## src/rtl/switch_node_pkg.sv

```systemverilog
`default_nettype none
package switch_node_pkg;

  // ****************************************************************
  // Register numbers
  // ****************************************************************
  localparam logic [7:0] ADDR_NODE_ID      = 8'h05;
  localparam logic [7:0] ADDR_REF_DIV      = 8'h08;
  localparam logic [7:0] ADDR_TEST_ID      = 8'h09;
  localparam logic [7:0] ADDR_USER_CODE    = 8'h0A;
  localparam logic [7:0] ADDR_DIR_LOW      = 8'h0C;
  localparam logic [7:0] ADDR_DIR_HIGH     = 8'h0D;
  localparam logic [7:0] ADDR_DBG_CFG0     = 8'h10;
  localparam logic [7:0] ADDR_DBG_CFG1     = 8'h11;
  localparam logic [7:0] ADDR_DBG_ORIGIN   = 8'h1F;
  localparam logic [7:0] ADDR_EXT_LINK0    = 8'h20;
  localparam logic [7:0] ADDR_PROC_LINK0   = 8'h40;
  localparam int         NUM_LINKS         = 8;
  localparam int         NUM_TILES         = 2;

  // ****************************************************************
  // Reset values
  // ****************************************************************
  localparam logic [15:0] REF_DIV_RESET    = 16'h0003;
  localparam logic [15:0] NODE_ID_RESET    = 16'h0000;
  localparam logic [31:0] DIR_RESET        = 32'h0000_0000;
  localparam logic [1:0]  DBG_CFG_RESET    = 2'h0;
  localparam logic [2:0]  DBG_ORIGIN_RESET = 3'h0;
  localparam logic [5:0]  LINK_FIELD_RESET = 6'h00;

  // ****************************************************************
  // Field positions
  // ****************************************************************
  localparam int DBG_CFG_REQ_BIT   = 1;
  localparam int DBG_CFG_DRIVE_BIT = 0;
  localparam int ORIGIN_PIN_BIT    = 4;
  localparam int ORIGIN_TILE1_BIT  = 1;
  localparam int ORIGIN_TILE0_BIT  = 0;
  localparam int LINK_KIND_LSB     = 24;
  localparam int LINK_DEST_LSB     = 16;
  localparam int LINK_DIR_LSB      = 8;
  localparam int LINK_NET_LSB      = 4;
  localparam int USER_CODE_LSB     = 18;
  localparam int DIR_NIBBLE        = 4;

  // Kinds of source target reported in a link status word.
  typedef enum logic [1:0] {
    TGT_SWITCH_EXTERNAL_PORT = 2'h0,
    TGT_PROCESSOR_PORT       = 2'h1,
    TGT_SWITCH_CONTROL       = 2'h2,
    TGT_UNDEFINED            = 2'h3
  } source_target_kind_t;

endpackage
`default_nettype wire

```

## src/rtl/switch_node_routing_config.sv

```systemverilog
`default_nettype none
module switch_node_routing_config
  import switch_node_pkg::*;
#(
  // Identity values below are arbitrary.
  parameter logic [31:0] TEST_PORT_ID  = 32'h1234_5679,
  parameter logic [13:0] USER_OTP_CODE = 14'h0000,
  parameter logic [17:0] METAL_ID_CODE = 18'h0_0001
)
(
  // Clock and reset
  input  wire logic            i_ref_clk,
  input  wire logic            i_resetn,
  // Configuration access
  input  wire logic            i_cfg_wr,
  input  wire logic            i_cfg_rd,
  input  wire logic [7:0]      i_cfg_addr,
  input  wire logic [31:0]     i_cfg_wdata,
  output logic      [31:0]     o_cfg_rdata,
  output logic                 o_cfg_ack,
  // Routing lookup
  input  wire logic            i_pkt_valid,
  input  wire logic [15:0]     i_pkt_dest,
  output logic                 o_route_valid,
  output logic                 o_route_local,
  output logic      [3:0]      o_route_dir,
  output logic      [15:0]     o_node_id,
  // Node reference clock enable
  output logic                 o_ref_clk_en,
  // Shared debug line pad, active low
  input  wire logic            i_debug_pin_n,
  output logic                 o_debug_pin_n,
  output logic                 o_debug_pin_oe,
  input  wire logic [1:0]      i_core_halted_flag,
  output logic      [1:0]      o_debug_req,
  // External link status and fields
  input  wire logic [7:0][1:0] i_ext_kind,
  input  wire logic [7:0][7:0] i_ext_dest,
  input  wire logic [7:0][2:0] i_ext_flags,
  output logic      [7:0][3:0] o_ext_dir,
  output logic      [7:0][1:0] o_ext_net,
  // Processor link status and fields
  input  wire logic [7:0][1:0] i_proc_kind,
  input  wire logic [7:0][7:0] i_proc_dest,
  input  wire logic [7:0][2:0] i_proc_flags,
  output logic      [7:0][1:0] o_proc_net
);

  // ****************************************************************
  // Configuration decode
  // ****************************************************************
  logic        is_ext;
  logic        is_proc;
  logic        wr_link;
  logic [3:0]  link_idx;
  logic [5:0]  link_wdata;
  logic [5:0]  link_rdata;
  logic [15:0][5:0] link_fields;

  // accesses are taken only by register number on the config port.
  always_comb
  begin
    is_ext     = (i_cfg_addr[7:3] == ADDR_EXT_LINK0[7:3]);
    is_proc    = (i_cfg_addr[7:3] == ADDR_PROC_LINK0[7:3]);
    wr_link    = i_cfg_wr && (is_ext || is_proc);
    link_idx   = {is_proc, i_cfg_addr[2:0]};
    link_wdata = {i_cfg_wdata[LINK_NET_LSB +: 2], i_cfg_wdata[LINK_DIR_LSB +: 4]};
    // Processor links have no direction, so their entry keeps it at zero.
    if (is_proc)
    begin
      link_wdata[3:0] = 4'h0;
    end
  end

  link_field_store u_fields (
    .i_ref_clk (i_ref_clk),
    .i_resetn  (i_resetn),
    .i_wr_en   (wr_link),
    .i_wr_idx  (link_idx),
    .i_wr_data (link_wdata),
    .i_rd_idx  (link_idx),
    .o_rd_data (link_rdata),
    .o_fields  (link_fields)
  );

  always_comb
  begin
    for (int i = 0; i < NUM_LINKS; i++)
    begin
      o_ext_dir[i]  = link_fields[i][3:0];
      o_ext_net[i]  = link_fields[i][5:4];
      o_proc_net[i] = link_fields[i + NUM_LINKS][5:4];
    end
  end

  // ****************************************************************
  // Writable registers
  // ****************************************************************
  logic [15:0] ref_div_r, ref_div_nxt;
  logic [15:0] node_id_r, node_id_nxt;
  logic [31:0] dir_lo_r, dir_lo_nxt;
  logic [31:0] dir_hi_r, dir_hi_nxt;
  logic [1:0]  dbg_cfg_r [NUM_TILES];
  logic [1:0]  dbg_cfg_nxt [NUM_TILES];
  logic [2:0]  origin_r, origin_nxt;
  logic        dbg_event;
  logic [2:0]  dbg_cause;

  always_comb
  begin
    ref_div_nxt    = ref_div_r;
    node_id_nxt    = node_id_r;
    dir_lo_nxt     = dir_lo_r;
    dir_hi_nxt     = dir_hi_r;
    dbg_cfg_nxt[0] = dbg_cfg_r[0];
    dbg_cfg_nxt[1] = dbg_cfg_r[1];
    origin_nxt     = origin_r;
    if (i_cfg_wr)
    begin
      case (i_cfg_addr)
        ADDR_REF_DIV:    ref_div_nxt = i_cfg_wdata[15:0];
        ADDR_NODE_ID:    node_id_nxt = i_cfg_wdata[15:0];
        ADDR_DIR_LOW:    dir_lo_nxt = i_cfg_wdata;
        ADDR_DIR_HIGH:   dir_hi_nxt = i_cfg_wdata;
        ADDR_DBG_CFG0:   dbg_cfg_nxt[0] = i_cfg_wdata[1:0];
        ADDR_DBG_CFG1:   dbg_cfg_nxt[1] = i_cfg_wdata[1:0];
        ADDR_DBG_ORIGIN: origin_nxt = {i_cfg_wdata[ORIGIN_PIN_BIT], i_cfg_wdata[1:0]};
        default:         origin_nxt = origin_r;
      endcase
    end
    // A new debug event overrides a software write in the same cycle.
    if (dbg_event)
    begin
      origin_nxt = dbg_cause;
    end
  end

  always_ff @(posedge i_ref_clk or negedge i_resetn)
  begin
    if (!i_resetn)
    begin
      ref_div_r    <= REF_DIV_RESET;
      node_id_r    <= NODE_ID_RESET;
      dir_lo_r     <= DIR_RESET;
      dir_hi_r     <= DIR_RESET;
      dbg_cfg_r[0] <= DBG_CFG_RESET;
      dbg_cfg_r[1] <= DBG_CFG_RESET;
      origin_r     <= DBG_ORIGIN_RESET;
    end
    else
    begin
      ref_div_r    <= ref_div_nxt;
      node_id_r    <= node_id_nxt;
      dir_lo_r     <= dir_lo_nxt;
      dir_hi_r     <= dir_hi_nxt;
      dbg_cfg_r[0] <= dbg_cfg_nxt[0];
      dbg_cfg_r[1] <= dbg_cfg_nxt[1];
      origin_r     <= origin_nxt;
    end
  end

  assign o_node_id = node_id_r;

  // ****************************************************************
  // Reference clock divider
  // ****************************************************************
  logic [15:0] div_cnt_r, div_cnt_nxt;
  logic        tick_r, tick_nxt;

  // A divider of zero behaves as one, so the tick never stops.
  always_comb
  begin
    tick_nxt    = 1'b0;
    div_cnt_nxt = div_cnt_r + 16'h0001;
    if ((div_cnt_r + 16'h0001) >= ref_div_r)
    begin
      div_cnt_nxt = 16'h0000;
      tick_nxt    = 1'b1;
    end
  end

  always_ff @(posedge i_ref_clk or negedge i_resetn)
  begin
    if (!i_resetn)
    begin
      div_cnt_r <= 16'h0000;
      tick_r    <= 1'b0;
    end
    else
    begin
      div_cnt_r <= div_cnt_nxt;
      tick_r    <= tick_nxt;
    end
  end

  assign o_ref_clk_en = tick_r;

  // ****************************************************************
  // Routing lookup
  // ****************************************************************
  logic [15:0] mismatch;
  logic [3:0]  dim;
  logic [63:0] dir_table;
  logic        rv_r, rv_nxt;
  logic        rl_r, rl_nxt;
  logic [3:0]  rd_r, rd_nxt;

  always_comb
  begin
    mismatch  = i_pkt_dest ^ node_id_r;
    dir_table = {dir_hi_r, dir_lo_r};
    dim       = 4'h0;
    for (int b = 0; b < 16; b++)
    begin
      if (mismatch[b])
      begin
        dim = 4'(b);
      end
    end
    rv_nxt = i_pkt_valid;
    rl_nxt = rl_r;
    rd_nxt = rd_r;
    if (i_pkt_valid)
    begin
      rl_nxt = (mismatch == 16'h0000);
      rd_nxt = rl_nxt ? 4'h0 : dir_table[{dim, 2'b00} +: DIR_NIBBLE];
    end
  end

  always_ff @(posedge i_ref_clk or negedge i_resetn)
  begin
    if (!i_resetn)
    begin
      rv_r <= 1'b0;
      rl_r <= 1'b0;
      rd_r <= 4'h0;
    end
    else
    begin
      rv_r <= rv_nxt;
      rl_r <= rl_nxt;
      rd_r <= rd_nxt;
    end
  end

  assign o_route_valid = rv_r;
  assign o_route_local = rl_r;
  assign o_route_dir   = rd_r;

  // ****************************************************************
  // Shared debug line
  // ****************************************************************
  logic       pin_s1_r, pin_s2_r;
  logic [2:0] oe_hist_r, oe_hist_nxt;
  logic       line_r, line_nxt;
  logic [1:0] req_r, req_nxt;
  logic [1:0] tile_drive;
  logic       ext_low;

  // The pad reads back our own drive two cycles late, so the external
  // source is masked while any recent drive could still be visible.
  always_comb
  begin
    for (int t = 0; t < NUM_TILES; t++)
    begin
      tile_drive[t] = i_core_halted_flag[t] & dbg_cfg_r[t][DBG_CFG_DRIVE_BIT];
      req_nxt[t]    = line_r & dbg_cfg_r[t][DBG_CFG_REQ_BIT];
    end
    oe_hist_nxt = {oe_hist_r[1:0], |tile_drive};
    ext_low     = ~pin_s2_r & ~(|oe_hist_r);
    line_nxt    = (|tile_drive) | ext_low;
    dbg_event   = line_nxt & ~line_r;
    dbg_cause   = {ext_low, tile_drive};
  end

  always_ff @(posedge i_ref_clk or negedge i_resetn)
  begin
    if (!i_resetn)
    begin
      pin_s1_r  <= 1'b1;
      pin_s2_r  <= 1'b1;
      oe_hist_r <= 3'h0;
      line_r    <= 1'b0;
      req_r     <= 2'h0;
    end
    else
    begin
      pin_s1_r  <= i_debug_pin_n;
      pin_s2_r  <= pin_s1_r;
      oe_hist_r <= oe_hist_nxt;
      line_r    <= line_nxt;
      req_r     <= req_nxt;
    end
  end

  assign o_debug_pin_n  = 1'b0;
  assign o_debug_pin_oe = oe_hist_r[0];
  assign o_debug_req    = req_r;

  // ****************************************************************
  // Read pipeline
  // ****************************************************************
  logic        s1_v_r, s1_rd_r;
  logic [7:0]  s1_addr_r;
  logic        ack_r;
  logic [31:0] rdata_r, rdata_nxt;
  logic [2:0]  li;
  logic [2:0]  flags;

  always_comb
  begin
    li        = s1_addr_r[2:0];
    flags     = s1_addr_r[6] ? i_proc_flags[li] : i_ext_flags[li];
    rdata_nxt = 32'h0000_0000;
    case (s1_addr_r)
      ADDR_NODE_ID:    rdata_nxt[15:0] = node_id_r;
      ADDR_REF_DIV:    rdata_nxt[15:0] = ref_div_r;
      ADDR_TEST_ID:    rdata_nxt = TEST_PORT_ID;
      ADDR_USER_CODE:  rdata_nxt = {USER_OTP_CODE, METAL_ID_CODE};
      ADDR_DIR_LOW:    rdata_nxt = dir_lo_r;
      ADDR_DIR_HIGH:   rdata_nxt = dir_hi_r;
      ADDR_DBG_CFG0:   rdata_nxt[1:0] = dbg_cfg_r[0];
      ADDR_DBG_CFG1:   rdata_nxt[1:0] = dbg_cfg_r[1];
      ADDR_DBG_ORIGIN: rdata_nxt = {27'h0, origin_r[2], 2'h0, origin_r[1:0]};
      default:
      begin
        if (s1_addr_r[7:3] == ADDR_EXT_LINK0[7:3]
            || s1_addr_r[7:3] == ADDR_PROC_LINK0[7:3])
        begin
          rdata_nxt[LINK_KIND_LSB +: 2] = s1_addr_r[6] ? i_proc_kind[li]
                                                       : i_ext_kind[li];
          rdata_nxt[LINK_DEST_LSB +: 8] = s1_addr_r[6] ? i_proc_dest[li]
                                                       : i_ext_dest[li];
          rdata_nxt[LINK_DIR_LSB +: 4]  = s1_addr_r[6] ? 4'h0 : link_rdata[3:0];
          rdata_nxt[LINK_NET_LSB +: 2]  = link_rdata[5:4];
          rdata_nxt[2:0]                = flags;
        end
      end
    endcase
    if (!s1_rd_r)
    begin
      rdata_nxt = rdata_r;
    end
  end

  always_ff @(posedge i_ref_clk or negedge i_resetn)
  begin
    if (!i_resetn)
    begin
      s1_v_r    <= 1'b0;
      s1_rd_r   <= 1'b0;
      s1_addr_r <= 8'h00;
      ack_r     <= 1'b0;
      rdata_r   <= 32'h0000_0000;
    end
    else
    begin
      s1_v_r    <= i_cfg_wr | i_cfg_rd;
      s1_rd_r   <= i_cfg_rd & ~i_cfg_wr;
      s1_addr_r <= i_cfg_addr;
      ack_r     <= s1_v_r;
      rdata_r   <= rdata_nxt;
    end
  end

  assign o_cfg_ack   = ack_r;
  assign o_cfg_rdata = rdata_r;

endmodule
`default_nettype wire

```

## src/rtl/link_field_store.sv

```systemverilog
`default_nettype none
// Writable network fields of all link registers and direction fields of external links.
// Entries 0..7 are external links, 8..15 processor links.
module link_field_store
  import switch_node_pkg::*;
(
  // Clock and reset
  input  wire logic             i_ref_clk,
  input  wire logic             i_resetn,
  // Write port
  input  wire logic             i_wr_en,
  input  wire logic [3:0]       i_wr_idx,
  input  wire logic [5:0]       i_wr_data,
  // Read port
  input  wire logic [3:0]       i_rd_idx,
  output logic      [5:0]       o_rd_data,
  // Live field values
  output logic      [15:0][5:0] o_fields
);

  logic [15:0][5:0] mem_r;
  logic [15:0][5:0] mem_nxt;
  logic [5:0]       rd_r;
  logic [5:0]       rd_nxt;

  genvar g;
  generate
    for (g = 0; g < 16; g++)
    begin : g_entry
      always_comb
      begin
        mem_nxt[g] = mem_r[g];
        if (i_wr_en && (i_wr_idx == 4'(g)))
        begin
          mem_nxt[g] = i_wr_data;
        end
      end

      always_ff @(posedge i_ref_clk or negedge i_resetn)
      begin
        if (!i_resetn)
        begin
          mem_r[g] <= LINK_FIELD_RESET;
        end
        else
        begin
          mem_r[g] <= mem_nxt[g];
        end
      end
    end
  endgenerate

  always_comb
  begin
    rd_nxt = mem_r[i_rd_idx];
  end

  always_ff @(posedge i_ref_clk or negedge i_resetn)
  begin
    if (!i_resetn)
    begin
      rd_r <= LINK_FIELD_RESET;
    end
    else
    begin
      rd_r <= rd_nxt;
    end
  end

  assign o_rd_data = rd_r;
  assign o_fields  = mem_r;

endmodule
`default_nettype wire

```

## config.mk

```make
export PLATFORM = sky130hd
export DESIGN_NAME = switch_node_routing_config
export DESIGN_NICKNAME = d
export VERILOG_FILES = /design/src/rtl/switch_node_pkg.sv /design/src/rtl/switch_node_routing_config.sv /design/src/rtl/link_field_store.sv
export SDC_FILE = /design/constraint.sdc
export NUM_CORES = 1
export LEC_CHECK = 0
export ABC_AREA = 1
export CELL_PAD_IN_SITES_DETAIL_PLACEMENT = 1
export CELL_PAD_IN_SITES_GLOBAL_PLACEMENT = 2
export CORE_AREA = 10 10 223 225
export CTS_BUF_LIST = sky130_fd_sc_hd__clkbuf_4 sky130_fd_sc_hd__clkbuf_8 sky130_fd_sc_hd__clkbuf_16
export CTS_CLUSTER_DIAMETER = 60
export DETAILED_ROUTE_END_ITERATION = 12
export DIE_AREA = 0 0 233 235
export DONT_BUFFER_PORTS = 1
export GPL_TIMING_DRIVEN = 0
export PLACE_DENSITY_LB_ADDON = 0.25
export SLEW_MARGIN = 20
export SYNTH_ARGS = -nofsm -noshare
export SYNTH_HDL_FRONTEND = slang
export SYNTH_SLANG_ARGS = --single-unit
```

## constraint.sdc

```tcl
create_clock -name i_ref_clk -period 2.74 [get_ports i_ref_clk]
set_clock_uncertainty 0.1 [all_clocks]
set_input_delay 0.274 -clock i_ref_clk [delete_from_list [all_inputs] [get_ports i_ref_clk]]
set_output_delay 0.274 -clock i_ref_clk [all_outputs]
set_load 0.03 [all_outputs]
```

* Yosys cells after proc, flatten, opt, wreduce, memory -nomap -nowiden
Cells that the tools add are included.
** Word-level totals
- Register bits :: 279
- Output and inout port bits :: 124
- Bits of input ports :: 272
** Operators by class
- Shifts and indexed selects :: 1
- Order comparisons :: 3
- Add/subtract/negate cells :: 1
- Mux-type cells :: 53
- Bitwise logic cells :: 14
- Equal/unequal tests :: 35
- Reduce and logical (&&, ||, !) cells :: 37
** Operators by type and width (number)
- 4-bit two-way mux :: 18
- 8-bit by 4-bit == test with 1-bit output (second input constant) :: 8
- 64-bit by 7-bit indexed part select with 4-bit output :: 1
- 8-bit binary-select mux with 3-bit select :: 2
- 8-bit by 5-bit == test with 1-bit output (second input constant) :: 6
- 10-bit one-hot mux with 4 select lines :: 1
- 4-bit == test (second input constant) :: 8
- 6-bit binary-select mux with 4-bit select :: 1
- 8-bit two-way mux :: 3
- 4-bit one-hot mux with 6 select lines :: 1
- 3-bit two-way mux :: 7
- 4-bit one-hot mux with 5 select lines :: 1
- 3-bit binary-select mux with 3-bit select :: 2
- 6-bit one-hot mux with 3 select lines :: 1
- 1-bit logical AND :: 17
- 16-bit by 1-bit adder with 16-bit output (second input constant) :: 1
- 4-bit by 3-bit == test with 1-bit output (second input constant) :: 4
- 8-bit by 3-bit == test with 1-bit output (second input constant) :: 2
- 16-bit greater-or-equal comparator :: 1
- 16-bit zero test :: 1
- 16-bit two-way mux :: 1
- 2-bit one-hot mux with 8 select lines :: 1
- 16-bit XOR :: 1
- 2-bit one-hot mux with 7 select lines :: 1
- other kinds (25) :: 54

* Longest topological paths before layout
Gate-level depths: netlist of the first run.
- Depth after elaboration :: 18
- Gate-level depth with buffers :: 25
- Gate-level depth less buffers :: 24

* Hierarchy
Synthesis of the first run repeated with hierarchy kept, for this count alone.
** Second synthesis, totals
- Cell total of the unflattened synthesis :: 1947
- Area, all modules :: 15132.0 um^2
** By module, submodules not included
- switch_node_routing_config :: instances 1, cells each 1301, area an instance 10142.2 um^2
- link_field_store :: instances 1, cells each 646, area an instance 4989.8 um^2

* Worst setup path before layout of the first run
No wires, ideal clock.
- Kind :: register -> register
- Start point :: reg div_cnt_r[0]
- End point :: reg div_cnt_r[9]
- Library setup time :: 0.125 ns
- Path slack :: -0.054 ns
- Arrival :: 2.568 ns
- Period minus slack after synthesis :: 2.794 ns
- Buffers on the path :: 1
- Required time :: 2.515 ns
- Cell stages (with the launch flop) :: 17
- Cells stage by stage :: dfrtp_1 ha_1 nand2_1 nor2_1 nand4_1 nor2_1 inv_1 nor3_1 inv_1 nor2_1 xnor2_1 inv_1 ha_1 nand4_1 o21ai_1 buf_2 nor2_1
** On the way
- Cells in the longest elaborated chain, start to end :: 3
** Ends and longest elaborated chain
- from (decl) :: line switch_node_routing_config.sv:167 : logic [15:0] div_cnt_r, div_cnt_nxt;
- from (signal assigned) :: line switch_node_routing_config.sv:191 : div_cnt_r <= div_cnt_nxt;
- 16-bit by 1-bit adder with 16-bit output * :: line switch_node_routing_config.sv:174, switch_node_routing_config.sv:175
- 16-bit greater-or-equal comparator :: line switch_node_routing_config.sv:175 : if ((div_cnt_r + 16'h0001) >= ref_div_r)
- 16-bit two-way mux * :: line switch_node_routing_config.sv:175
- named net div_cnt_nxt[9] :: line switch_node_routing_config.sv:167
The timed path passes the listed nets; every way through them passes the cells marked *.
A chain may end at the register's enable or synchronous reset.

* Worst setup path in the final report of the first run
- Start point :: reg div_cnt_r[0]
- End point :: reg div_cnt_r[13]
The elaborated chain is that of the path after synthesis.

==> impl_summary.md, run 1 <==
Floorplan
The top-level I/O count is between 300 and 400. The core area is about 0.045 sq mm. The area of the die is between 0.05 and 0.06 sq mm. The width of the chip is 233 um.

Measured along the y axis, the die boundary spans approximately 240 um. The starting density of the core is ~33%. The floorplan row count is between 70 and 80.

Place
Once placement finished, the instance area stood at 0.0155 sq mm. The HPWL reported at the end of detailed placement is 53.6 mm. The routability-driven placement congestion ratio is 0.903. In this run the tool buffered the top-level ports with 0 buffer cells.

Power and ir drop
The static leakage power is roughly 0.0083 uW. In this run switching power makes up 29.5% of total power. The analysis attributes to net switching a power of 3430 uW. The peak supply drop is between 0.4 and 0.5 mV. The power density over the cells is between 600 and 700 mW/mm^2. Internal power comes to between 8000 and 9000 uW. Per report_power, the sequential group accounts for ~40% of the total. Per report_power, the clock group accounts for between 40% and 50% of the total. The combinational group share of total power is between 15 and 20%.

Critical path
The startpoint identified for the worst register-to-register timing path is div_cnt_r[0]$_DFF_PN0_. The launch point of the worst path is div_cnt_r[0]$_DFF_PN0_. The slowest stage of the critical path is the dfrtp_1 cell. The number of cells traversed by the worst register-to-register path is 16.

At the worst endpoint, the arrival time is 3360 ps. The worst register-to-register path ends at div_cnt_r[13]$_DFF_PN0_. The category of the worst setup path capture point is a register. The cell family contributing the most delay on the critical path is simple AND/OR/NAND/NOR gates.

The register-to-register setup slack is -260 ps. The capture point of the worst path is div_cnt_r[13]$_DFF_PN0_. The critical path goes through buf_4, and3_4, nand4_1, nor2_1, nand2_2, nor4_4, and3_4, buf_6, nor2_2, ha_1, a21oi_2, nor2_2, a211oi_2, o21ai_4, buf_4, nor3_2. The required time reported for the critical path endpoint is around 3100 ps. The critical path crosses 16 cells after its start point.

Along the worst path, the maximum fanout reaches 4. Together, buffers and inverters on the worst path number 3. The element type at the critical path start is a register. The largest single stage delay on the critical path is around 380 ps. By startpoint and endpoint, the worst setup path is classified as register to register.

Run status
The checks that failed: hold timing, setup timing. The flow ran to the end, but the final reports show violations.

Global route
The number of antenna violations at the first check in global routing is 11. The via count of the first global-routing pass was about 15000. The first global-routing pass estimated just over 100 mm of wire. The sum of overflow across all layers after global routing is 0. Entering global routing, the biggest net connects 280 pins. The global-route usage over all layers is 24.5%.

Synthesis
The synthesized flop and latch total is 279. After synthesis, the mean cell area works out to between 8 and 9 sq um. The largest area contributor in the netlist is dfrtp_1.

The net count after synthesis is 2082. For this run, the register share of the synthesized area comes to between 40% and 50%. The share of synthesized area in the top cell type comes to between 40% and 50%. Sorting the synthesized cells by area gives the leading types as dfrtp_1, nand2_1, a22oi_1. The warning count from the yosys run is 0.

The netlist area before placement is around 0.015 sq mm. The number of enable-type register cells in the synthesized netlist is 0. The number of instances in the synthesized netlist is 1793.

Counting flops with an async set or reset pin after synthesis yields a share of 100%. The netlist uses approximately 50 different library cells. The most used flip-flop cell after synthesis is dfrtp_1.

Clock tree
The maximum number of buffers from clock root to sink is 3. At the later pin of the worst-skew pair, clock insertion delay measures around 550 ps. The hold buffer count at CTS is between 40 and 50. The number of buffers created by CTS is 36. After clock tree synthesis, the clock-pin slew on the worst setup and hold paths is ~60 ps.

The CTS tree is yes. The CTS sink count is 279. The tree is rooted in a clkbuf_16. The H-tree generated during clock tree synthesis spans 2 levels.

Finish
The post-route netlist has 17.1% of its cells at a drive strength greater than 1. At the end of the flow, the number of nets in the layout was 2195. The leading cell type in the layout, fill and taps excluded is nand2_1. Once layout is done, the placed cells without fillers occupy 0.0183 sq mm. Leaving out fill and tap cells, the most frequent cells in the layout are nand2_1, dfrtp_1, o21ai_0. The signed area change from the synthesized netlist to the final layout is 24.0%.

Drt
The average via count per standard cell is 5.48. The number of antenna-violating nets in the routed design is 0. For this block, the routed nets add up to approximately 70 mm of wire.

For this block, the initial DRC count from the detailed router was around 770. Detailed routing inserted a total of about 14000 vias. The number of remaining DRC errors is 0.

The average wire length per cell after detail routing is between 20 and 30 um. The first detailed-routing pass ran for 4 iterations.

STA
The count of pins over their slew limit is 0. Setup violations remaining at the end of the flow were counted as 17. The period utilization is 109%. Setup repair after global routing could not meet its margin everywhere. The measured slew at the worst slew-check pin is a little under 900 ps. The highest achievable clock rate is 334 MHz. The worst hold slack is -683 ps.

Headroom to the max-slew limit came out at between 40% and 50%. In the final timing run, aggregate negative setup slack is -4030 ps. After layout, the minimum clock period comes to 3000 ps.

Across all setup checks in the final design, the least slack found is -257 ps. The count of endpoints failing hold in the final timing report is ~280.

Run
Across the run, the number of max-cap violations was 0.

Worst hold path
The path type of the worst min-delay path is primary input to async pin.
==> worst min path at each step <==
stage | slack (ps) | cells after the start | endpoint
global placement | -100 | 0 | o_cfg_rdata[29]$_DFFE_PN0P_
floorplan | -120 | 0 | dbg_cfg_r[0]$_DFFE_PN0P_
global route | -710 | 0 | o_cfg_rdata[27]$_DFFE_PN0P_
detailed placement | -100 | 0 | o_cfg_rdata[29]$_DFFE_PN0P_
finish | -680 | 0 | o_cfg_rdata[27]$_DFFE_PN0P_
CTS | -690 | 0 | o_cfg_rdata[29]$_DFFE_PN0P_
==> cells in the mapped netlist (6+ instances only) <==
library cell and count:
nand2_1 409, dfrtp_1 275, o21ai_0 188, inv_1 179, nand3_1 138, a22oi_1 128, clkbuf_1 82, nor2_1 79
buf_4 66, a21oi_1 34, a221oi_1 25, a31oi_1 24, ha_1 17, a22o_1 16, a32o_1 13, xor2_1 11
nor3_1 9, o21ai_1 9, xnor2_1 9, buf_2 8, inv_2 8, a41oi_1 6, o221ai_1 6
==> per-stage QoR <==
| stage | setup slack (ps) | util (%) | instances | power [uW] |
|---|---|---|---|---|
| 6_report | -257 | 40.6 | 2541 | 11600 |
| 5_1_grt | -484 | 40.6 | 2541 | 12100 |
| 4_1_cts | -331 | 38.9 | 2512 | 11500 |
| 3_5_place_dp | -799 | 34.4 | 2393 | 6200 |
| 3_3_place_gp | -748 | 34.4 | 2393 | 6160 |
| 2_1_floorplan | 28.2 | - | 1793 | 5660 |
==> logic make-up (layout without fill, tap and decap cells) <==
family	after synthesis	count (layout)	synth area share, %
AO/OA/AOI/OAI	466	466	20.3
XOR/XNOR	21	21	1.30
adder cells (fa/ha/maj)	17	17	1.44
buffers and inverters	351	489	11.0
flip-flops	279	279	47.3
other	1	10	0.0254
AND/OR/NAND/NOR	658	659	18.6
==> power by group through the flow <==
stage,sequential [uW],combinational [uW],clock [uW]
2_1_floorplan,4640,1020,0
3_3_place_gp,4760,1400,0
3_5_place_dp,4770,1430,0
4_1_cts,4700,1680,5160
5_1_grt,4730,2010,5350
6_report,4710,1840,5080
==> what timing repair did <==
action / 4_1_cts / 5_1_grt
pin swaps: 13 / 57
setup endpoints to repair: 49 / 37
setup buffers: 8 / 15
resized for setup: 53 / 126
cloned: 0 / 5
hold endpoints to repair: 388 / 279
==> state kept, by name, summed over array words and instances, names as in the netlist, 6 cells and up <==
name	flops
u_fields.o_fields	96
dir_lo_r	32
s1_addr_r	8
ref_div_r	16
o_node_id	16
u_fields.o_rd_data	6
div_cnt_r	16
o_cfg_rdata	32
dir_hi_r	32
==> per-layer routing <==
layer	vias up	share of wire, %	track usage, %	wire (um)
met3	126	6.2	5.89	4340
met1	7028	40	28.3	27700
met4	2	3.8	10.1	2620
met2	479	50	42.4	34700
li1	6294	-	-	-
met5	-	0.029	0	20
==> cell type report <==
cell class / count / area (sq um)
inverters: 189 / 717
repair buffers: 74 / 747
diodes: 9 / 22.5
clock buffers: 51 / 1080
multi-input cells: 1164 / 6860
flip-flops and latches: 279 / 7000
fillers: 5368 / 26800
plain buffers: 162 / 946
well taps: 600 / 751
clock inverters: 13 / 189
No activity file was read; power rests on OpenSTA's default activity.
==> inputs of run 2 (changes only) <==
- TNS_END_PERCENT: unset -> 5
==> run 2 against run 1 <==
  * The flow still finishes with violations (hold timing, setup timing)
  * Global-route usage did not move
  * Sequential share of layout area increased by 1.1 points
  * Critical path depth did not move
  * Die area stayed put
  * Largest cell class unchanged
  * Highest routed layer unchanged
==> impl_summary.md, run 2 (synthesis results as in run 1) <==
Run
The max-cap violation count was 0 (unchanged).

Place
The HPWL reported at the end of detailed placement is 53.6 mm (unchanged). The routability-driven placement congestion ratio is 0.903 (unchanged). The quantity of I/O buffers inserted on ports is 0 (unchanged).

STA
The period utilization came to 110% (+0.56 points). The worst hold slack came to -685 ps (-2.66 ps). The count of pins over their slew limit is 0 (unchanged). The highest achievable clock rate came to 332 MHz (-0.51%).

Setup repair after global routing could not meet its margin everywhere. The shortest period the worst path allows was 3010 ps (+15.3 ps). The worst-case headroom to the max-slew limit is 41.0% (+0.52 points).

The measured slew at the worst slew-check pin was 881 ps (-7.71 ps). The count of endpoints failing hold in the final timing report is 279 (unchanged). The slack of the critical path was -272 ps (-15.3 ps). The number of endpoints failing setup at the final stage is 18 (+1).

Power and ir drop
The peak supply drop is 0.403 mV (-0.20%). The power density over the cells is 646 mW/mm^2 (+1.8%). The static leakage power is 0.00811 uW (-2.4%). The overall power of the completed layout came to 11500 uW (-1.0%).

Clock tree
The maximum number of buffers from clock root to sink is 3 (unchanged). The CTS tree is yes. The number of H-tree levels was 2 (unchanged). The number of buffers created by CTS came to 36 (unchanged). The clock transition at the register clock pins on the worst setup and hold paths after CTS is 60 ps (about the same). The hold buffer count at CTS is 47 (unchanged). Clock tree synthesis selected as its root buffer the cell clkbuf_16.

The CTS sink count came to 279 (unchanged). The clock latency on the worst-skew pair was 550 ps (about the same).

Floorplan
The top-level I/O count is 396 (unchanged). The area of the die was 0.0548 sq mm (unchanged). The width of the chip is 233 um (unchanged). The core area is 0.0451 sq mm (unchanged).

The overall die height is 235 um (unchanged). The floorplan row count is 78 (unchanged). The starting density of the core came to 32.7% (unchanged).

Critical path
The worst-path maximum fanout is 4 (unchanged). The slowest stage of the critical path belongs to the cell dfrtp_1. STA classifies the critical path startpoint as a register. The kind of cell with the highest combined delay along the critical path is simple AND/OR/NAND/NOR gates. The logic depth of the worst setup path including buffers is 16 (unchanged). The signal on the critical path passes through buf_4, and3_4, nand4_1, nor2_1, nand2_2, nor4_4, and3_4, buf_6, nor2_2, ha_1, a21oi_2, nor2_2, a211oi_2, o21ai_4, buf_4, nor3_2. The category of the worst setup path capture point is a register. The peak per-stage delay on the critical path is 380 ps (about the same).

The required time reported for the critical path endpoint is 3100 ps (about the same). The number of cells traversed by the worst register-to-register path is 16 (unchanged). The arrival time reported for the critical path endpoint is 3380 ps (+20 ps). The critical path in this run is classified as register to register.

The combined buffer and inverter count along the critical path came to 3 (unchanged).

Global route
The sum of overflow across all layers after global routing was 0 (unchanged). The number of antenna violations at the first check in global routing came to 10 (-1). The maximum number of pins on one net before global-route repair is 280 (unchanged). The first-pass GRT wire length is 101 mm (about the same).

The via count of the first global-routing pass is 14900 (-0.034%). The global-route usage over all layers came to 24.5% (unchanged).

Worst hold path
In this run the worst hold path is classified as primary input to async pin.

Run status
The flow ran to the end, but the final reports show violations. The checks that failed: hold timing, setup timing.

Finish
The number of nets in the layout is 2183 (-0.55%). The number of flip-flops under the largest register name is 96 (unchanged). The area occupied by multi-input gates is 0.00650 sq mm (-5.2%).

The fill cell total of the finished layout is 5383 (+0.28%). The area growth from synthesis to layout is 20.6%. The sequential cell area in the final layout came to 0.00700 sq mm (unchanged).

Leaving out fill and tap cells, the most frequent cells in the layout are nand2_1, dfrtp_1, o21ai_0. The share of layout cells above drive strength 1 came to 13.1% (-4.0 points). Leaving out fill and tap cells, the most frequent cell in the layout is nand2_1.

Drt
The detailed-route via count was 13900 (-0.52%). The total routed wirelength is 69.0 mm (-0.63%). The total iterations of the first detailed-routing run is 4 (unchanged).

The number of antenna-violating nets in the routed design is 0 (unchanged). The number of remaining DRC errors was 0 (unchanged). The average wire length per cell after detail routing was 27.3 um (-0.16%). The average via count per standard cell was 5.48 (about the same).

The violation count after the first detailed-routing iteration is 817 (+6.8%).
## run 2: cell types whose count changed in the layout (fill, tap and decap cells not counted), sizes merged
cell	change
nand2	-1
clkbuf	-3
buf	-8
## run 2: repair_timing
item	CTS	global route
endpoints found under the hold margin	388	279
resized for setup	42	59
gates cloned	0	1
setup endpoints to repair	49	54
pin swaps	11	20
setup buffers	8	7
## run 2: per-stage QoR
stage | area [sq um] | cells | setup WS, ps | setup TNS [ps] | util, %
3_3_place_gp | 15500 | 2393 | -748 | -14370 | 34.4
2_1_floorplan | 14800 | 1793 | 28.2 | 0 | -
4_1_cts | 17500 | 2512 | -331 | -9430 | 38.8
3_5_place_dp | 15500 | 2393 | -799 | -16950 | 34.4
6_report | 17800 | 2529 | -272 | -4120 | 39.5
5_1_grt | 17800 | 2529 | -484 | -8600 | 39.5
## run 2: path summary, 6_finish.rpt
| kind | start | endpoint | slack [ps] |
|---|---|---|---|
| worst max-delay path | div_cnt_r[0]$_DFF_PN0_ | div_cnt_r[13]$_DFF_PN0_ | -270 |
| worst min-delay path | i_resetn | o_cfg_rdata[27]$_DFFE_PN0P_ | -690 |
| worst max register to register | div_cnt_r[0]$_DFF_PN0_ | div_cnt_r[13]$_DFF_PN0_ | -270 |
| worst min register to register | pin_s1_r$_DFF_PN1_ | pin_s2_r$_DFF_PN1_ | 260 |
| max in group asynchronous | i_resetn | u_fields.o_fields[71]$_DFFE_PN0P_ | 2520 |
| min in group i_ref_clk | i_cfg_addr[4] | dbg_cfg_r[3]$_DFFE_PN0P_ | 50 |
## run 2: worst register-to-register path: stages (launching register included)
cell and delay [ps]:
dfrtp_1 380, buf_4 120, and3_4 160, nand4_1 120, nor2_1 160, nand2_2 100, nor4_4 200, and3_4 260
buf_6 110, nor2_2 30, ha_1 310, a21oi_2 170, nor2_2 50, a211oi_2 230, o21ai_4 150, buf_4 170
nor3_2 100
## run 2: final cells by class
class | count | area share [%]
Buffer | 162 | 5.26
Inverter | 189 | 4.03
Tap cell | 600 | 4.22
Timing Repair Buffer | 63 | 3.40
Multi-Input combinational cell | 1163 | 36.5
Clock buffer | 51 | 6.08
Clock inverter | 13 | 1.06
Sequential cell | 279 | 39.3
Antenna cell | 9 | 0.127
## run 2: layer usage
metal,track usage (%),up-vias,routed length [um]
met1,28.3,6994,27500
li1,-,6274,-
met3,5.86,111,4440
met5,0,-,20
met2,42.4,475,34700
met4,9.97,2,2380
## run 2: power breakdown
| group | internal [uW] | total (uW) | switching (uW) |
|---|---|---|---|
| clock network | 3150 | 5070 | 1920 |
| logic | 653 | 1730 | 1070 |
| registers | 4350 | 4700 | 358 |
